--- config.mk ---
export PLATFORM = sky130hd
export DESIGN_NAME = bio_ports
export DESIGN_NICKNAME = d
export VERILOG_FILES = /design/src/core/bio_pin_sync.v /design/src/core/bio_ports.v
export VERILOG_INCLUDE_DIRS = /design/src /design/src/inc
export SDC_FILE = /design/constraint.sdc
export NUM_CORES = 1
export LEC_CHECK = 0
export ABC_AREA = 1
export BUFFER_PORTS_ARGS = -buffer_cell sky130_fd_sc_hd__buf_2
export CORE_MARGIN = 2
export CORE_UTILIZATION = 45
export DETAILED_ROUTE_END_ITERATION = 7
export HOLD_SLACK_MARGIN = 0.02
export MAX_ROUTING_LAYER = met4
export PLACE_DENSITY = 0.68
export SYNTH_ARGS = -nofsm -noshare
export SYNTH_HDL_FRONTEND = slang
export SYNTH_SLANG_ARGS = --single-unit
--- constraint.sdc ---
create_clock -name clock -period 5.1 [get_ports clock]
set_input_delay 0.765 -clock clock [delete_from_list [all_inputs] [get_ports clock]]
set_output_delay 0.765 -clock clock [all_outputs]
set_load 0.01 [all_outputs]
--- src/inc/bio_regs.vh ---
// Constants for the three-port bidirectional I/O block.
// Assumes an 8-bit data memory bus with byte addresses.
`ifndef BIO_REGS_VH
`define BIO_REGS_VH

// ----------------------------------------------------------------------------
// Register addresses
// ----------------------------------------------------------------------------
`define BIO_ADDR_FIRST_LATCH  8'h12
`define BIO_ADDR_FIRST_DIR    8'h13
`define BIO_ADDR_SECOND_LATCH 8'h14
`define BIO_ADDR_SECOND_DIR   8'h15
`define BIO_ADDR_THIRD_LATCH  8'h16
`define BIO_ADDR_THIRD_DIR    8'h17

// ----------------------------------------------------------------------------
// Widths and reset values
// ----------------------------------------------------------------------------
`define BIO_THIRD_W           5
`define BIO_RST_BYTE          8'hff
`define BIO_RST_THIRD         5'h1f

// ----------------------------------------------------------------------------
// Special function bit positions on the first port
// ----------------------------------------------------------------------------
`define BIO_BIT_BUZ           0
`define BIO_BIT_BUZN          1
`define BIO_BIT_LAMP          2

// ----------------------------------------------------------------------------
// Reset kinds
// ----------------------------------------------------------------------------
`define BIO_RST_KIND_FULL     1'b0
`define BIO_RST_KIND_WARM     1'b1

`endif

--- src/core/bio_pin_sync.v ---
// Three-stage synchroniser for a bundle of pad inputs.
// Assumes pads are asynchronous to clock; output changes once stages two and three agree.
`timescale 1ns/1ps
module bio_pin_sync #(
  parameter W = 8
) (
  input  wire         clock,
  input  wire         srst,
  input  wire [W-1:0] pad_in,
  output reg  [W-1:0] pad_sync
);
  reg [W-1:0] s1_r;
  reg [W-1:0] s2_r;
  reg [W-1:0] s3_r;
  integer i;

  // Pads idle high through pull-ups, so all stages reset to ones.
  always @(posedge clock) begin
    if (srst) begin
      s1_r     <= {W{1'b1}};
      s2_r     <= {W{1'b1}};
      s3_r     <= {W{1'b1}};
      pad_sync <= {W{1'b1}};
    end else begin
      s1_r <= pad_in;
      s2_r <= s1_r;
      s3_r <= s2_r;
      for (i = 0; i < W; i = i + 1) begin
        if (s2_r[i] == s3_r[i]) begin
          pad_sync[i] <= s3_r[i];
        end
      end
    end
  end
endmodule // bio_pin_sync

--- src/core/bio_ports.v ---
// Three memory-mapped bidirectional ports with buzzer and lamp carrier sharing.
// Assumes a CPU data-memory strobe interface on clock, and generators elsewhere.
//
// Functional notes
// - Data latches decoded at 12h, 14h, 16h.
// - Direction registers decoded at 13h, 15h, 17h.
// - Pad inputs not latched; sampled at read time, party holds them stable.
// - Written latch value holds until software writes it again.
// - Direction 1 is input with pull-high; 0 drives latch as output.
// - Output driver is push-pull only; no open-drain mode.
// - Read returns pad for input bits, latch for output bits.
// - Read-modify-write reads per direction then writes the result back.
// - Each latch bit can be set or cleared individually.
// - After reset all lines pulled high except third port bits 0 and 1 float.
// - Full resets load latches and directions with all ones; warm watchdog wake leaves them unchanged.
// - Any first port bit can wake the device from halt.
// - Buzzer mode drives buzzer and complement on bits 0, 1 in output mode.
// - Bits 0/1 latches gate buzzer: 00 both, 10 buzzer and low, x1 both low.
// - Lamp carrier mode drives carrier on bit 2 in output mode.
// - With carrier selected, latch 0 drives low, latch 1 passes carrier.
`timescale 1ns/1ps
`include "bio_regs.vh"
module bio_ports (
  input  wire                    clock,
  input  wire                    srst,
  input  wire                    rst_kind,
  input  wire [7:0]              mem_addr,
  input  wire                    mem_rd,
  input  wire                    mem_wr,
  input  wire [7:0]              mem_wdata,
  input  wire                    mem_bit_set,
  input  wire                    mem_bit_clr,
  input  wire [2:0]              mem_bit_sel,
  output reg  [7:0]              mem_rdata,
  input  wire [7:0]              first_port_in,
  output wire [7:0]              first_port_out,
  output wire [7:0]              first_port_oe,
  output wire [7:0]              first_port_pullup,
  input  wire [7:0]              second_port_in,
  output wire [7:0]              second_port_out,
  output wire [7:0]              second_port_oe,
  output wire [7:0]              second_port_pullup,
  input  wire [`BIO_THIRD_W-1:0] third_port_in,
  output wire [`BIO_THIRD_W-1:0] third_port_out,
  output wire [`BIO_THIRD_W-1:0] third_port_oe,
  output wire [`BIO_THIRD_W-1:0] third_port_pullup,
  input  wire                    buzzer_mode,
  input  wire                    buzzer_output,
  input  wire                    lamp_mode,
  input  wire                    lamp_carrier_output,
  input  wire                    halted,
  output wire                    wake_request
);

  // --------------------------------------------------------------------------
  // Registers
  // --------------------------------------------------------------------------
  reg  [7:0]              first_port_latch_r;
  reg  [7:0]              first_port_direction_r;
  reg  [7:0]              second_port_latch_r;
  reg  [7:0]              second_port_direction_r;
  reg  [`BIO_THIRD_W-1:0] third_port_latch_r;
  reg  [`BIO_THIRD_W-1:0] third_port_direction_r;
  reg  [7:0]              first_ref_r;
  reg  [7:0]              first_port_latch_nxt;
  reg  [7:0]              second_port_latch_nxt;
  reg  [7:0]              third_latch_wide_nxt;

  wire [7:0]              first_pad;
  wire [7:0]              second_pad;
  wire [`BIO_THIRD_W-1:0] third_pad;

  // --------------------------------------------------------------------------
  // Pad synchronisers
  // --------------------------------------------------------------------------
  bio_pin_sync #(.W(8)) u_sync_first (
    .clock    (clock),
    .srst     (srst),
    .pad_in   (first_port_in),
    .pad_sync (first_pad)
  );

  bio_pin_sync #(.W(8)) u_sync_second (
    .clock    (clock),
    .srst     (srst),
    .pad_in   (second_port_in),
    .pad_sync (second_pad)
  );

  bio_pin_sync #(.W(`BIO_THIRD_W)) u_sync_third (
    .clock    (clock),
    .srst     (srst),
    .pad_in   (third_port_in),
    .pad_sync (third_pad)
  );

  // --------------------------------------------------------------------------
  // Helper functions
  // --------------------------------------------------------------------------
  // Pick pad for input bits and latch for output bits.
  function [7:0] view;
    input [7:0] pad;
    input [7:0] lat;
    input [7:0] dir;
    begin
      view = (pad & dir) | (lat & ~dir);
    end
  endfunction

  // Next latch value for a write, a bit set or a bit clear on one port.
  // The bit operations start from the direction-dependent view, as the CPU would.
  function [7:0] next_latch;
    input [7:0] cur;
    input [7:0] seen;
    input       hit;
    input       wr;
    input       bset;
    input       bclr;
    input [2:0] sel;
    input [7:0] wdata;
    reg   [7:0] mask;
    begin
      mask = 8'h01 << sel;
      next_latch = cur;
      if (hit && wr) begin
        next_latch = wdata;
      end else if (hit && bset) begin
        next_latch = seen | mask;
      end else if (hit && bclr) begin
        next_latch = seen & ~mask;
      end
    end
  endfunction

  // --------------------------------------------------------------------------
  // Read views
  // --------------------------------------------------------------------------
  wire [7:0] first_view  = view(first_pad, first_port_latch_r, first_port_direction_r);
  wire [7:0] second_view = view(second_pad, second_port_latch_r, second_port_direction_r);
  wire [7:0] third_view  = view({3'h0, third_pad}, {3'h0, third_port_latch_r},
                                {3'h0, third_port_direction_r});

  wire hit_first  = (mem_addr == `BIO_ADDR_FIRST_LATCH);
  wire hit_second = (mem_addr == `BIO_ADDR_SECOND_LATCH);
  wire hit_third  = (mem_addr == `BIO_ADDR_THIRD_LATCH);

  always @* begin
    first_port_latch_nxt  = next_latch(first_port_latch_r, first_view, hit_first, mem_wr,
                                       mem_bit_set, mem_bit_clr, mem_bit_sel, mem_wdata);
    second_port_latch_nxt = next_latch(second_port_latch_r, second_view, hit_second, mem_wr,
                                       mem_bit_set, mem_bit_clr, mem_bit_sel, mem_wdata);
    third_latch_wide_nxt  = next_latch({3'h0, third_port_latch_r}, third_view, hit_third,
                                       mem_wr, mem_bit_set, mem_bit_clr, mem_bit_sel,
                                       mem_wdata);
  end

  // --------------------------------------------------------------------------
  // Register file
  // --------------------------------------------------------------------------
  // Warm reset is the watchdog wake from halt; it must leave the ports alone.
  always @(posedge clock) begin
    if (srst) begin
      if (rst_kind == `BIO_RST_KIND_FULL) begin
        first_port_latch_r      <= `BIO_RST_BYTE;
        first_port_direction_r  <= `BIO_RST_BYTE;
        second_port_latch_r     <= `BIO_RST_BYTE;
        second_port_direction_r <= `BIO_RST_BYTE;
        third_port_latch_r      <= `BIO_RST_THIRD;
        third_port_direction_r  <= `BIO_RST_THIRD;
      end
    end else begin
      first_port_latch_r  <= first_port_latch_nxt;
      second_port_latch_r <= second_port_latch_nxt;
      third_port_latch_r  <= third_latch_wide_nxt[`BIO_THIRD_W-1:0];
      if (mem_wr && mem_addr == `BIO_ADDR_FIRST_DIR) begin
        first_port_direction_r <= mem_wdata;
      end
      if (mem_wr && mem_addr == `BIO_ADDR_SECOND_DIR) begin
        second_port_direction_r <= mem_wdata;
      end
      if (mem_wr && mem_addr == `BIO_ADDR_THIRD_DIR) begin
        third_port_direction_r <= mem_wdata[`BIO_THIRD_W-1:0];
      end
    end
  end

  // --------------------------------------------------------------------------
  // Read data
  // --------------------------------------------------------------------------
  // Pads are seen live through the synchroniser at the read strobe; nothing
  // holds them, so a changing pad may read either value.
  always @(posedge clock) begin
    if (srst) begin
      mem_rdata <= 8'h00;
    end else if (mem_rd) begin
      case (mem_addr)
        `BIO_ADDR_FIRST_LATCH:  mem_rdata <= first_view;
        `BIO_ADDR_FIRST_DIR:    mem_rdata <= first_port_direction_r;
        `BIO_ADDR_SECOND_LATCH: mem_rdata <= second_view;
        `BIO_ADDR_SECOND_DIR:   mem_rdata <= second_port_direction_r;
        `BIO_ADDR_THIRD_LATCH:  mem_rdata <= third_view;
        `BIO_ADDR_THIRD_DIR:    mem_rdata <= {3'h0, third_port_direction_r};
        default:                mem_rdata <= 8'h00;
      endcase
    end
  end

  // --------------------------------------------------------------------------
  // Pad drivers
  // --------------------------------------------------------------------------
  wire lat0 = first_port_latch_r[`BIO_BIT_BUZ];
  wire lat1 = first_port_latch_r[`BIO_BIT_BUZN];
  wire lat2 = first_port_latch_r[`BIO_BIT_LAMP];
  wire buz0 = ~lat0 & buzzer_output;
  wire buz1 = ~lat0 & ~lat1 & ~buzzer_output;
  wire lamp = lat2 & lamp_carrier_output;

  assign first_port_out = {first_port_latch_r[7:3],
                           lamp_mode   ? lamp : lat2,
                           buzzer_mode ? buz1 : lat1,
                           buzzer_mode ? buz0 : lat0};

  // Output enable is the inverse direction; push-pull drives both levels.
  assign first_port_oe      = ~first_port_direction_r;
  assign second_port_out    = second_port_latch_r;
  assign second_port_oe     = ~second_port_direction_r;
  assign third_port_out     = third_port_latch_r;
  assign third_port_oe      = ~third_port_direction_r;
  assign first_port_pullup  = first_port_direction_r;
  assign second_port_pullup = second_port_direction_r;
  // Third port bits 0 and 1 have no pull-up, so they float as inputs.
  assign third_port_pullup  = {third_port_direction_r[`BIO_THIRD_W-1:2], 2'b00};

  // --------------------------------------------------------------------------
  // Wake-up
  // --------------------------------------------------------------------------
  always @(posedge clock) begin
    if (srst) begin
      first_ref_r <= 8'hff;
    end else if (!halted) begin
      first_ref_r <= first_pad;
    end
  end

  // Any change on any first port bit during halt asks for wake.
  assign wake_request = halted & (first_pad != first_ref_r);

endmodule // bio_ports

==> results of run 1 <==
[metal layers]
metal,global-route usage,vias to the layer above,part of all wire
li1,-,2389,-
met1,0.3088,2288,0.44
met2,0.3735,180,0.48
met3,0.05862,25,0.062
met4,0.09262,0,0.023
met5,-,-,0
[through the flow]
| stage | setup slack, ps | util | cell area (um2) | std cells |
|---|---|---|---|---|
| 3_3_place_gp | 1847 | 0.5166 | 6546 | 918 |
| 2_1_floorplan | 2762 | - | 5853 | 649 |
| 5_1_grt | 2008 | 0.5631 | 7136 | 950 |
| 4_1_cts | 2214 | 0.5631 | 7136 | 950 |
| 3_5_place_dp | 1782 | 0.5166 | 6546 | 918 |
| 6_report | 2194 | 0.5631 | 7136 | 950 |
[synth_stat cells (all sizes together)]
| cell type | instances | area share |
|---|---|---|
| o21ai | 102 | 0.087 |
| buf | 16 | 0.019 |
| inv | 53 | 0.035 |
| xnor2 | 2 | 0.0030 |
| o211ai | 16 | 0.021 |
| nor3 | 9 | 0.022 |
| clkbuf | 11 | 0.0071 |
| or2 | 69 | 0.074 |
| nor2 | 32 | 0.025 |
| clkinv | 2 | 0.0013 |
| nand2 | 112 | 0.072 |
| dfxtp | 100 | 0.34 |
| o31ai | 1 | 0.0013 |
| a21oi | 33 | 0.028 |
| a31oi | 1 | 0.0011 |
| edfxtp | 42 | 0.22 |
| conb | 1 | 0.00064 |
| nand3 | 40 | 0.036 |
| xor2 | 6 | 0.0090 |
[final timing paths]
kind / slack [ps] / cells past startpoint / endpoint
setup / recovery: 2190 / 4 / second_port_pullup[5]$_DFFE_PP_
hold reg to reg: 410 / 1 / u_sync_second.s2_r[2]$_SDFF_PP1_
setup reg to reg: 3590 / 5 / mem_rdata[1]$_SDFFE_PP0P_
hold / removal: 410 / 1 / u_sync_second.s2_r[2]$_SDFF_PP1_
[power breakdown]
part           leakage, nW  internal, W  switching, W
Sequential            1.22      0.00121     0.0000288
Combinational         1.49    0.0000844      0.000143
Clock                0.295     0.000754      0.000462
[logic make-up after synthesis]
logic type | after synthesis
other | 1
XOR/XNOR | 8
flip-flops | 142
AO/OA/AOI/OAI | 153
buffers and inverters | 82
AND/OR/NAND/NOR | 262
[critical path, cell delays in order]
cell and delay (ps):
buf_2 430, clkinv_1 640, or2_2 540, o21ai_0 530
[final cells by class]
| class | count | area, um2 | area share |
|---|---|---|---|
| Clock buffer | 24 | 514.2 | 0.07207 |
| Multi-Input combinational cell | 425 | 2226 | 0.3119 |
| Clock inverter | 8 | 75.07 | 0.01052 |
| Inverter | 55 | 214.0 | 0.02998 |
| Timing Repair Buffer | 124 | 628.1 | 0.08802 |
| Tap cell | 172 | 215.2 | 0.03016 |
| Sequential cell | 142 | 3263 | 0.4573 |
==> impl_metrics.yaml, run 1 <==
die:
  coreArea_mm2: 0.01267
  die_y_um: 118.0
  die_x_um: 118.0
  ioPinCount: 124
  row_count: 41
  dieArea_mm2: 0.01393
  initial_core_util: 0.4616
clock_network:
  htreeDepth: 4
  cts_hold_buf: 0
  clk_pin_slew_ps: 60
  clockBufferDepth: 2
  clock_latency_ps: 420
  cts_made_buffers: 17
  cts_resized: 0
  cts_setup_buffers: 0
  clockRootBuffer: "clkbuf_16"
  cts_sinks: 142
  cts_tree: "built"
grt:
  grtUsageTotal: 0.2421
  grt_pass1_vias: 4546
  grt.overflow.total: 0
  antenna_found_initial: 0
  grt_pass1_wl_um: 24740
  grt_max_degree: 65
yosys:
  synth_cells: 648
  avgSynthCellArea_um2: 9.027
  yosys-mux-area-fraction: 0
  yosys.area_share.simple: 0.2289
  synth_warnings: 0
  synth-xor-area-share: 0.01198
  synth_seq_cells: 142
  synth_top_family_by_area: "simple AND/OR/NAND/NOR gates"
  ys_seq_area_frac: 0.5579
  yosysUniqueCellTypes: 30
  synth-adder-area-share: 0
  syn_area_mm2: 0.005849
  synth_compound_area_frac: 0.1384
routing:
  wire_per_inst_um: 16.99
  drc: 0
  vias: 4882
  vias_per_cell: 5.139
  wl_um: 16140
  first_pass_iters: 5
  dr.first_iter.drc_count: 345
  postRouteAntennaNets: 0
outcome:
  status: "finished clean"
worst_setup_path:
  cp_max_fo: 38
  crit_required_ps: 5120
  crit_start: "srst"
  end_kind: "register"
  path_class: "in2reg"
  r2r_start: "third_port_direction_r[1]$_SDFFCE_PP1P_"
  arrival_ps: 2930
  cp-start-kind: "input port"
power:
  cellLeakagePower_nw: 3.002
  ir_worst_vdd_v: 0.0002555
  totalPowerFinal_w: 0.002686
  pwr_density_cell_mw_per_mm2: 376.4
layout:
  layout.cells.most_common: "buf_2"
  fill_cells: 1221
  mostFrequentLayoutCells: "buf_2 (121), nand2_1 (111), dfxtp_1 (100)"
  diodes: 0
  layout.nets: 817
  layout-drive-gt1-share: 0.3085
  areaGrowthSynthToFinish_pct: 21.99
sta:
  finalHoldViolations: 0
  final.min_clock_period_ps: 2906
  whs_ps: 405.0
  worst_pin_slew_ps: 1384
  maxSlewViolCount: 0
  relSlewSlack: 0.06758
  fin_skew_ps: 5.535
  max_freq_mhz: 344.1
  finalCritPeriodShare: 0.5699
  setup_viol_count_final: 0
  rsz0062_at_grt: "no"
  setup_tns_ps: 0
flow_run:
  maxCapViolations: 0
placement:
  io_buffer_count: 121
  routabilityCongestion: 0.9357
  dp_hpwl_um: 12190
min_path:
  hold_class: "reg2reg"
  hold_start: "u_sync_second.s1_r[2]$_SDFF_PP1_"
(Power assumes the default switching activity.)
==> inputs of run 2 (changes only) <==
==> constraint.sdc (replaced) <==
create_clock -name clock -period 2.7 [get_ports clock]
set_input_delay 0.405 -clock clock [delete_from_list [all_inputs] [get_ports clock]]
set_output_delay 0.405 -clock clock [all_outputs]
set_load 0.01 [all_outputs]
==> impl_metrics.yaml, run 2 (synthesis results as in run 1) <==
sta:
  fin_skew_ps: 4.151
  setup_viol_count_final: 0
  worst_pin_slew_ps: 577.5
  maxSlewViolCount: 0
  final.min_clock_period_ps: 1945
  finalHoldViolations: 0
  max_freq_mhz: 514.1
  rsz0062_at_grt: "no"
  relSlewSlack: 0.6129
  finalCritPeriodShare: 0.7204
  setup_tns_ps: 0
  fin_ws_ps: 754.9
min_path:
  min_to: "u_sync_first.s1_r[1]$_SDFF_PP1_"
  hold_class: "in2reg"
  hold_start: "first_port_in[1]"
  whs_path_depth: 2
die:
  die_x_um: 118.0
  row_count: 41
  initial_core_util: 0.4616
  dieArea_mm2: 0.01393
  die_y_um: 118.0
  coreArea_mm2: 0.01267
  ioPinCount: 124
routing:
  vias_per_cell: 5.134
  wl_um: 15560
  postRouteAntennaNets: 0
  vias: 4934
  first_pass_iters: 5
  wire_per_inst_um: 16.19
  dr.first_iter.drc_count: 372
  drc: 0
grt:
  grt.overflow.total: 0
  grtUsageTotal: 0.2367
  grt_pass1_wl_um: 24380
  busiest_layer: "met2"
  grt.met2_usage: 0.3623
  grt_pass1_vias: 4588
  antenna_found_initial: 0
  use_met3: 0.04312
  grt_max_degree: 57
  grtUsageMet1: 0.3105
clock_network:
  cts_made_buffers: 17
  clockBufferDepth: 2
  cts_tree: "built"
  cts_sinks: 142
  clk_pin_slew_ps: 60
  cts_setup_buffers: 0
  clockRootBuffer: "clkbuf_16"
  htreeDepth: 4
  clock_latency_ps: 420
  cts_resized: 0
  cts_hold_buf: 0
placement:
  dp_hpwl_um: 11650
  pre_cts_ws_ps: 626.5
  routabilityCongestion: 0.9972
  io_buffer_count: 121
worst_setup_path:
  cp-start-kind: "register"
  critical_path_buf_inv_count: 1
  r2r_start: "third_port_direction_r[1]$_SDFFCE_PP1P_"
  r2r_cells: 5
  crit_family: "flip-flops"
  end_kind: "output pin"
  r2r_slack_ps: 1150
  cp_max_fo: 4
  cpPeakStageDelay_ps: 470
  crit_required_ps: 2300
  arrival_ps: 1540
  slowest_stage: "dfxtp_1"
  reg2reg_to: "mem_rdata[1]$_SDFFE_PP0P_"
  path_class: "reg2out"
  crit_chain: "xnor2_1 > nand2_1 > nor3_1 > a31oi_1 > buf_2"
layout:
  final_core_util: 0.5690
  multi_input_area_mm2: 0.002226
  areaGrowthSynthToFinish_pct: 23.25
  layout-drive-gt1-share: 0.3169
  mostFrequentLayoutCells: "buf_2 (121), nand2_1 (111), dfxtp_1 (100)"
  layout.cells.most_common: "buf_2"
  fill_cells: 1149
  layout.nets: 828
  ff_latch_area_mm2: 0.003263
  diodes: 0
power:
  switching_share: 0.2351
  pwr_density_cell_mw_per_mm2: 699.4
  share_seq_of_total_power: 0.465
  cellLeakagePower_nw: 3.051
  ir_worst_vdd_v: 0.0004420
  pwr-share-comb: 0.087
  power_switching_w: 0.001186
  internal_power_w: 0.003856
  clkPwrFrac: 0.448
flow_run:
  maxCapViolations: 0
outcome:
  status: "finished clean"
## run 2: cell types whose count changed in the layout (fill, tap and decap cells not counted)
cell      before  now
clkinv_2       3    4
clkbuf_8       2    1
clkinv_1       2    3
inv_6          0    1
buf_4          3   14
inv_4          5    3
## run 2: per-layer routing
metal	vias to the layer above	wire length, um
met1	2290	6831
met2	210	7202
li1	2402	-
met5	-	0
met3	32	1164
met4	0	356
## run 2: stage by stage
| stage | power, W | hold WS (ps) | instances | area [um2] |
|---|---|---|---|---|
| after floorplan | 0.002631 | 389.5 | 649 | 5853 |
| after global placement | 0.002816 | 391.5 | 929 | 6629 |
| after detailed placement | 0.002823 | 394.0 | 929 | 6629 |
| after CTS | 0.005079 | 147.5 | 961 | 7209 |
| after global routing | 0.005224 | 155.7 | 961 | 7209 |
| final | 0.005042 | 167.0 | 961 | 7209 |
## run 2: worst max path at each step
stage                                                      from                             endpoint  slack [ps]  depth (start not counted)
after floorplan                                     mem_addr[5]      second_port_pullup[0]$_DFFE_PP_         720                          6
after global placement                              mem_addr[5]     second_port_out[0]$_SDFFCE_PP1P_         650                          8
after detailed placement                            mem_addr[5]  first_port_latch_r[5]$_SDFFCE_PP1P_         630                          7
after CTS                 u_sync_first.pad_sync[4]$_SDFFE_PP1N_                         wake_request         730                          5
after global routing      u_sync_first.pad_sync[4]$_SDFFE_PP1N_                         wake_request         670                          5
final                     u_sync_first.pad_sync[4]$_SDFFE_PP1N_                         wake_request         750                          5
## run 2: cell type report
cell class | instances | share of cell area
Sequential cell | 142 | 0.4526
Multi-Input combinational cell | 425 | 0.3087
Timing Repair Buffer | 135 | 0.09858
Clock buffer | 23 | 0.06942
Tap cell | 172 | 0.02985
Inverter | 55 | 0.02968
Clock inverter | 9 | 0.01111
## run 2: worst register-to-register path, delay by kind of cell (launching register included)
kind            cells  cell delay (ps)
simple gates        2              530
compound gates      3              470
flops               1              430
## run 2: power groups by stage
stage | Sequential, W | Combinational (W) | Clock (W)
2_1_floorplan | 0.00239 | 0.000246 | 0
3_3_place_gp | 0.00239 | 0.000429 | 0
3_5_place_dp | 0.00239 | 0.000434 | 0
4_1_cts | 0.00234 | 0.000436 | 0.00230
5_1_grt | 0.00235 | 0.000482 | 0.00239
6_report | 0.00235 | 0.000437 | 0.00226
==> inputs of run 3 (changes only) <==
==> constraint.sdc (replaced) <==
create_clock -name clock -period 2.04 [get_ports clock]
set_input_delay 0.306 -clock clock [delete_from_list [all_inputs] [get_ports clock]]
set_output_delay 0.306 -clock clock [all_outputs]
set_load 0.01 [all_outputs]
==> impl_metrics.yaml, run 3 (synthesis results as in run 1) <==
die:
  ioPinCount: 124
  coreArea_mm2: 0.01267
  row_count: 41
  die_y_um: 118.0
  die_x_um: 118.0
  initial_core_util: 0.4616
  dieArea_mm2: 0.01393
layout:
  final_core_util: 0.5772
  layout-drive-gt1-share: 0.3292
  diodes: 0
  mostFrequentLayoutCells: "buf_2 (121), nand2_1 (111), dfxtp_1 (100)"
  layout.nets: 842
  layout.cells.most_common: "buf_2"
  final_cells: 974
  areaGrowthSynthToFinish_pct: 25.03
worst_setup_path:
  cp-start-kind: "register"
  path_class: "reg2out"
  r2r_start: "third_port_direction_r[2]$_SDFFCE_PP1P_"
  r2r_cells: 5
  cp_max_fo: 4
  arrival_ps: 1530
  reg2reg_to: "mem_rdata[2]$_SDFFE_PP0P_"
  crit_required_ps: 1730
  end_kind: "output pin"
  r2r_slack_ps: 500
clock_network:
  clock_latency_ps: 420
  cts_sinks: 142
  cts_resized: 0
  clockBufferDepth: 2
  clk_pin_slew_ps: 60
  htreeDepth: 4
  cts_tree: "built"
  cts_hold_buf: 0
  cts_setup_buffers: 0
  cts_made_buffers: 17
  clockRootBuffer: "clkbuf_16"
routing:
  dr.first_iter.drc_count: 424
  vias_per_cell: 5.094
  wire_per_inst_um: 16.04
  postRouteAntennaNets: 0
  vias: 4962
  drc: 0
  wl_um: 15620
  first_pass_iters: 5
placement:
  dp_hpwl_um: 11660
  routabilityCongestion: 0.9561
  io_buffer_count: 121
  dp.cells: 943
power:
  switching_share: 0.2383
  internal_power_w: 0.005081
  cellLeakagePower_nw: 3.120
  ir_worst_vdd_v: 0.0007754
  pwr_density_cell_mw_per_mm2: 912.2
  share_seq_of_total_power: 0.466
  totalPowerFinal_w: 0.006671
  clkPwrFrac: 0.445
  pwr-share-comb: 0.089
  power_switching_w: 0.001589
sta:
  finalHoldViolations: 0
  fin_skew_ps: 11.87
  maxSlewViolCount: 0
  max_freq_mhz: 543.5
  relSlewSlack: 0.6556
  worst_pin_slew_ps: 516.0
  setup_viol_count_final: 0
  final.min_clock_period_ps: 1840
  rsz0062_at_grt: "no"
  setup_tns_ps: 0
  finalCritPeriodShare: 0.9020
grt:
  use_met3: 0.06153
  antenna_found_initial: 0
  busiest_layer: "met2"
  grt.overflow.total: 0
  grt.met2_usage: 0.3536
  grt_max_degree: 68
  grtUsageTotal: 0.2366
  grt_pass1_wl_um: 24340
  grt_pass1_vias: 4645
  grtUsageMet1: 0.3057
min_path:
  hold_class: "in2reg"
  min_to: "u_sync_third.s1_r[3]$_SDFF_PP1_"
  whs_path_depth: 2
  hold_start: "third_port_in[3]"
outcome:
  status: "finished clean"
flow_run:
  maxCapViolations: 0
## run 3: final cells by class
cell class | count | area [um2]
Sequential cell | 142 | 3263
Multi-Input combinational cell | 425 | 2226
Tap cell | 172 | 215.2
Clock inverter | 9 | 80.08
Timing Repair Buffer | 149 | 828.3
Clock buffer | 22 | 486.7
Inverter | 55 | 214.0
Fill cell | 1143 | 5358
## run 3: worst max path at each step
stage | start | to | cells past startpoint
5_1_grt | u_sync_first.pad_sync[4]$_SDFFE_PP1N_ | wake_request | 5
3_5_place_dp | mem_addr[3] | second_port_pullup[0]$_DFFE_PP_ | 7
4_1_cts | u_sync_first.pad_sync[4]$_SDFFE_PP1N_ | wake_request | 5
2_1_floorplan | mem_addr[5] | second_port_pullup[0]$_DFFE_PP_ | 6
6_report | u_sync_first.pad_sync[4]$_SDFFE_PP1N_ | wake_request | 5
3_3_place_gp | mem_addr[3] | second_port_pullup[0]$_DFFE_PP_ | 7
## run 3: power groups by stage
stage / clock [W] / combinational (W) / sequential [W]
floorplan: 0 / 0.000325 / 0.00316
global placement: 0 / 0.000581 / 0.00316
detailed placement: 0 / 0.000588 / 0.00316
CTS: 0.00301 / 0.000591 / 0.00311
global route: 0.00314 / 0.000653 / 0.00312
finish: 0.00297 / 0.000594 / 0.00311
## run 3: worst max-delay path, cell delays in order, from the launching register on
cell and delay [ps]:
dfxtp_1 470, xnor2_1 160, nand2_1 80, nor3_1 160, a31oi_1 110, buf_2 150
## run 3: stage by stage
step                      cell area (um2)  hold WS [ps]  setup slack [ps]
after detailed placement             6746         393.2             187.8
final                                7313         62.22             199.9
after CTS                            7313         48.13             192.4
after global placement               6746         392.0             198.2
after floorplan                      5853         389.5             161.4
after global routing                 7313         43.13             94.37
## run 3: per-layer routing
| metal | part of all wire | up-vias |
|---|---|---|
| li1 | - | 2438 |
| met1 | 0.45 | 2272 |
| met2 | 0.45 | 217 |
| met3 | 0.078 | 35 |
| met4 | 0.027 | 0 |
| met5 | 0 | - |
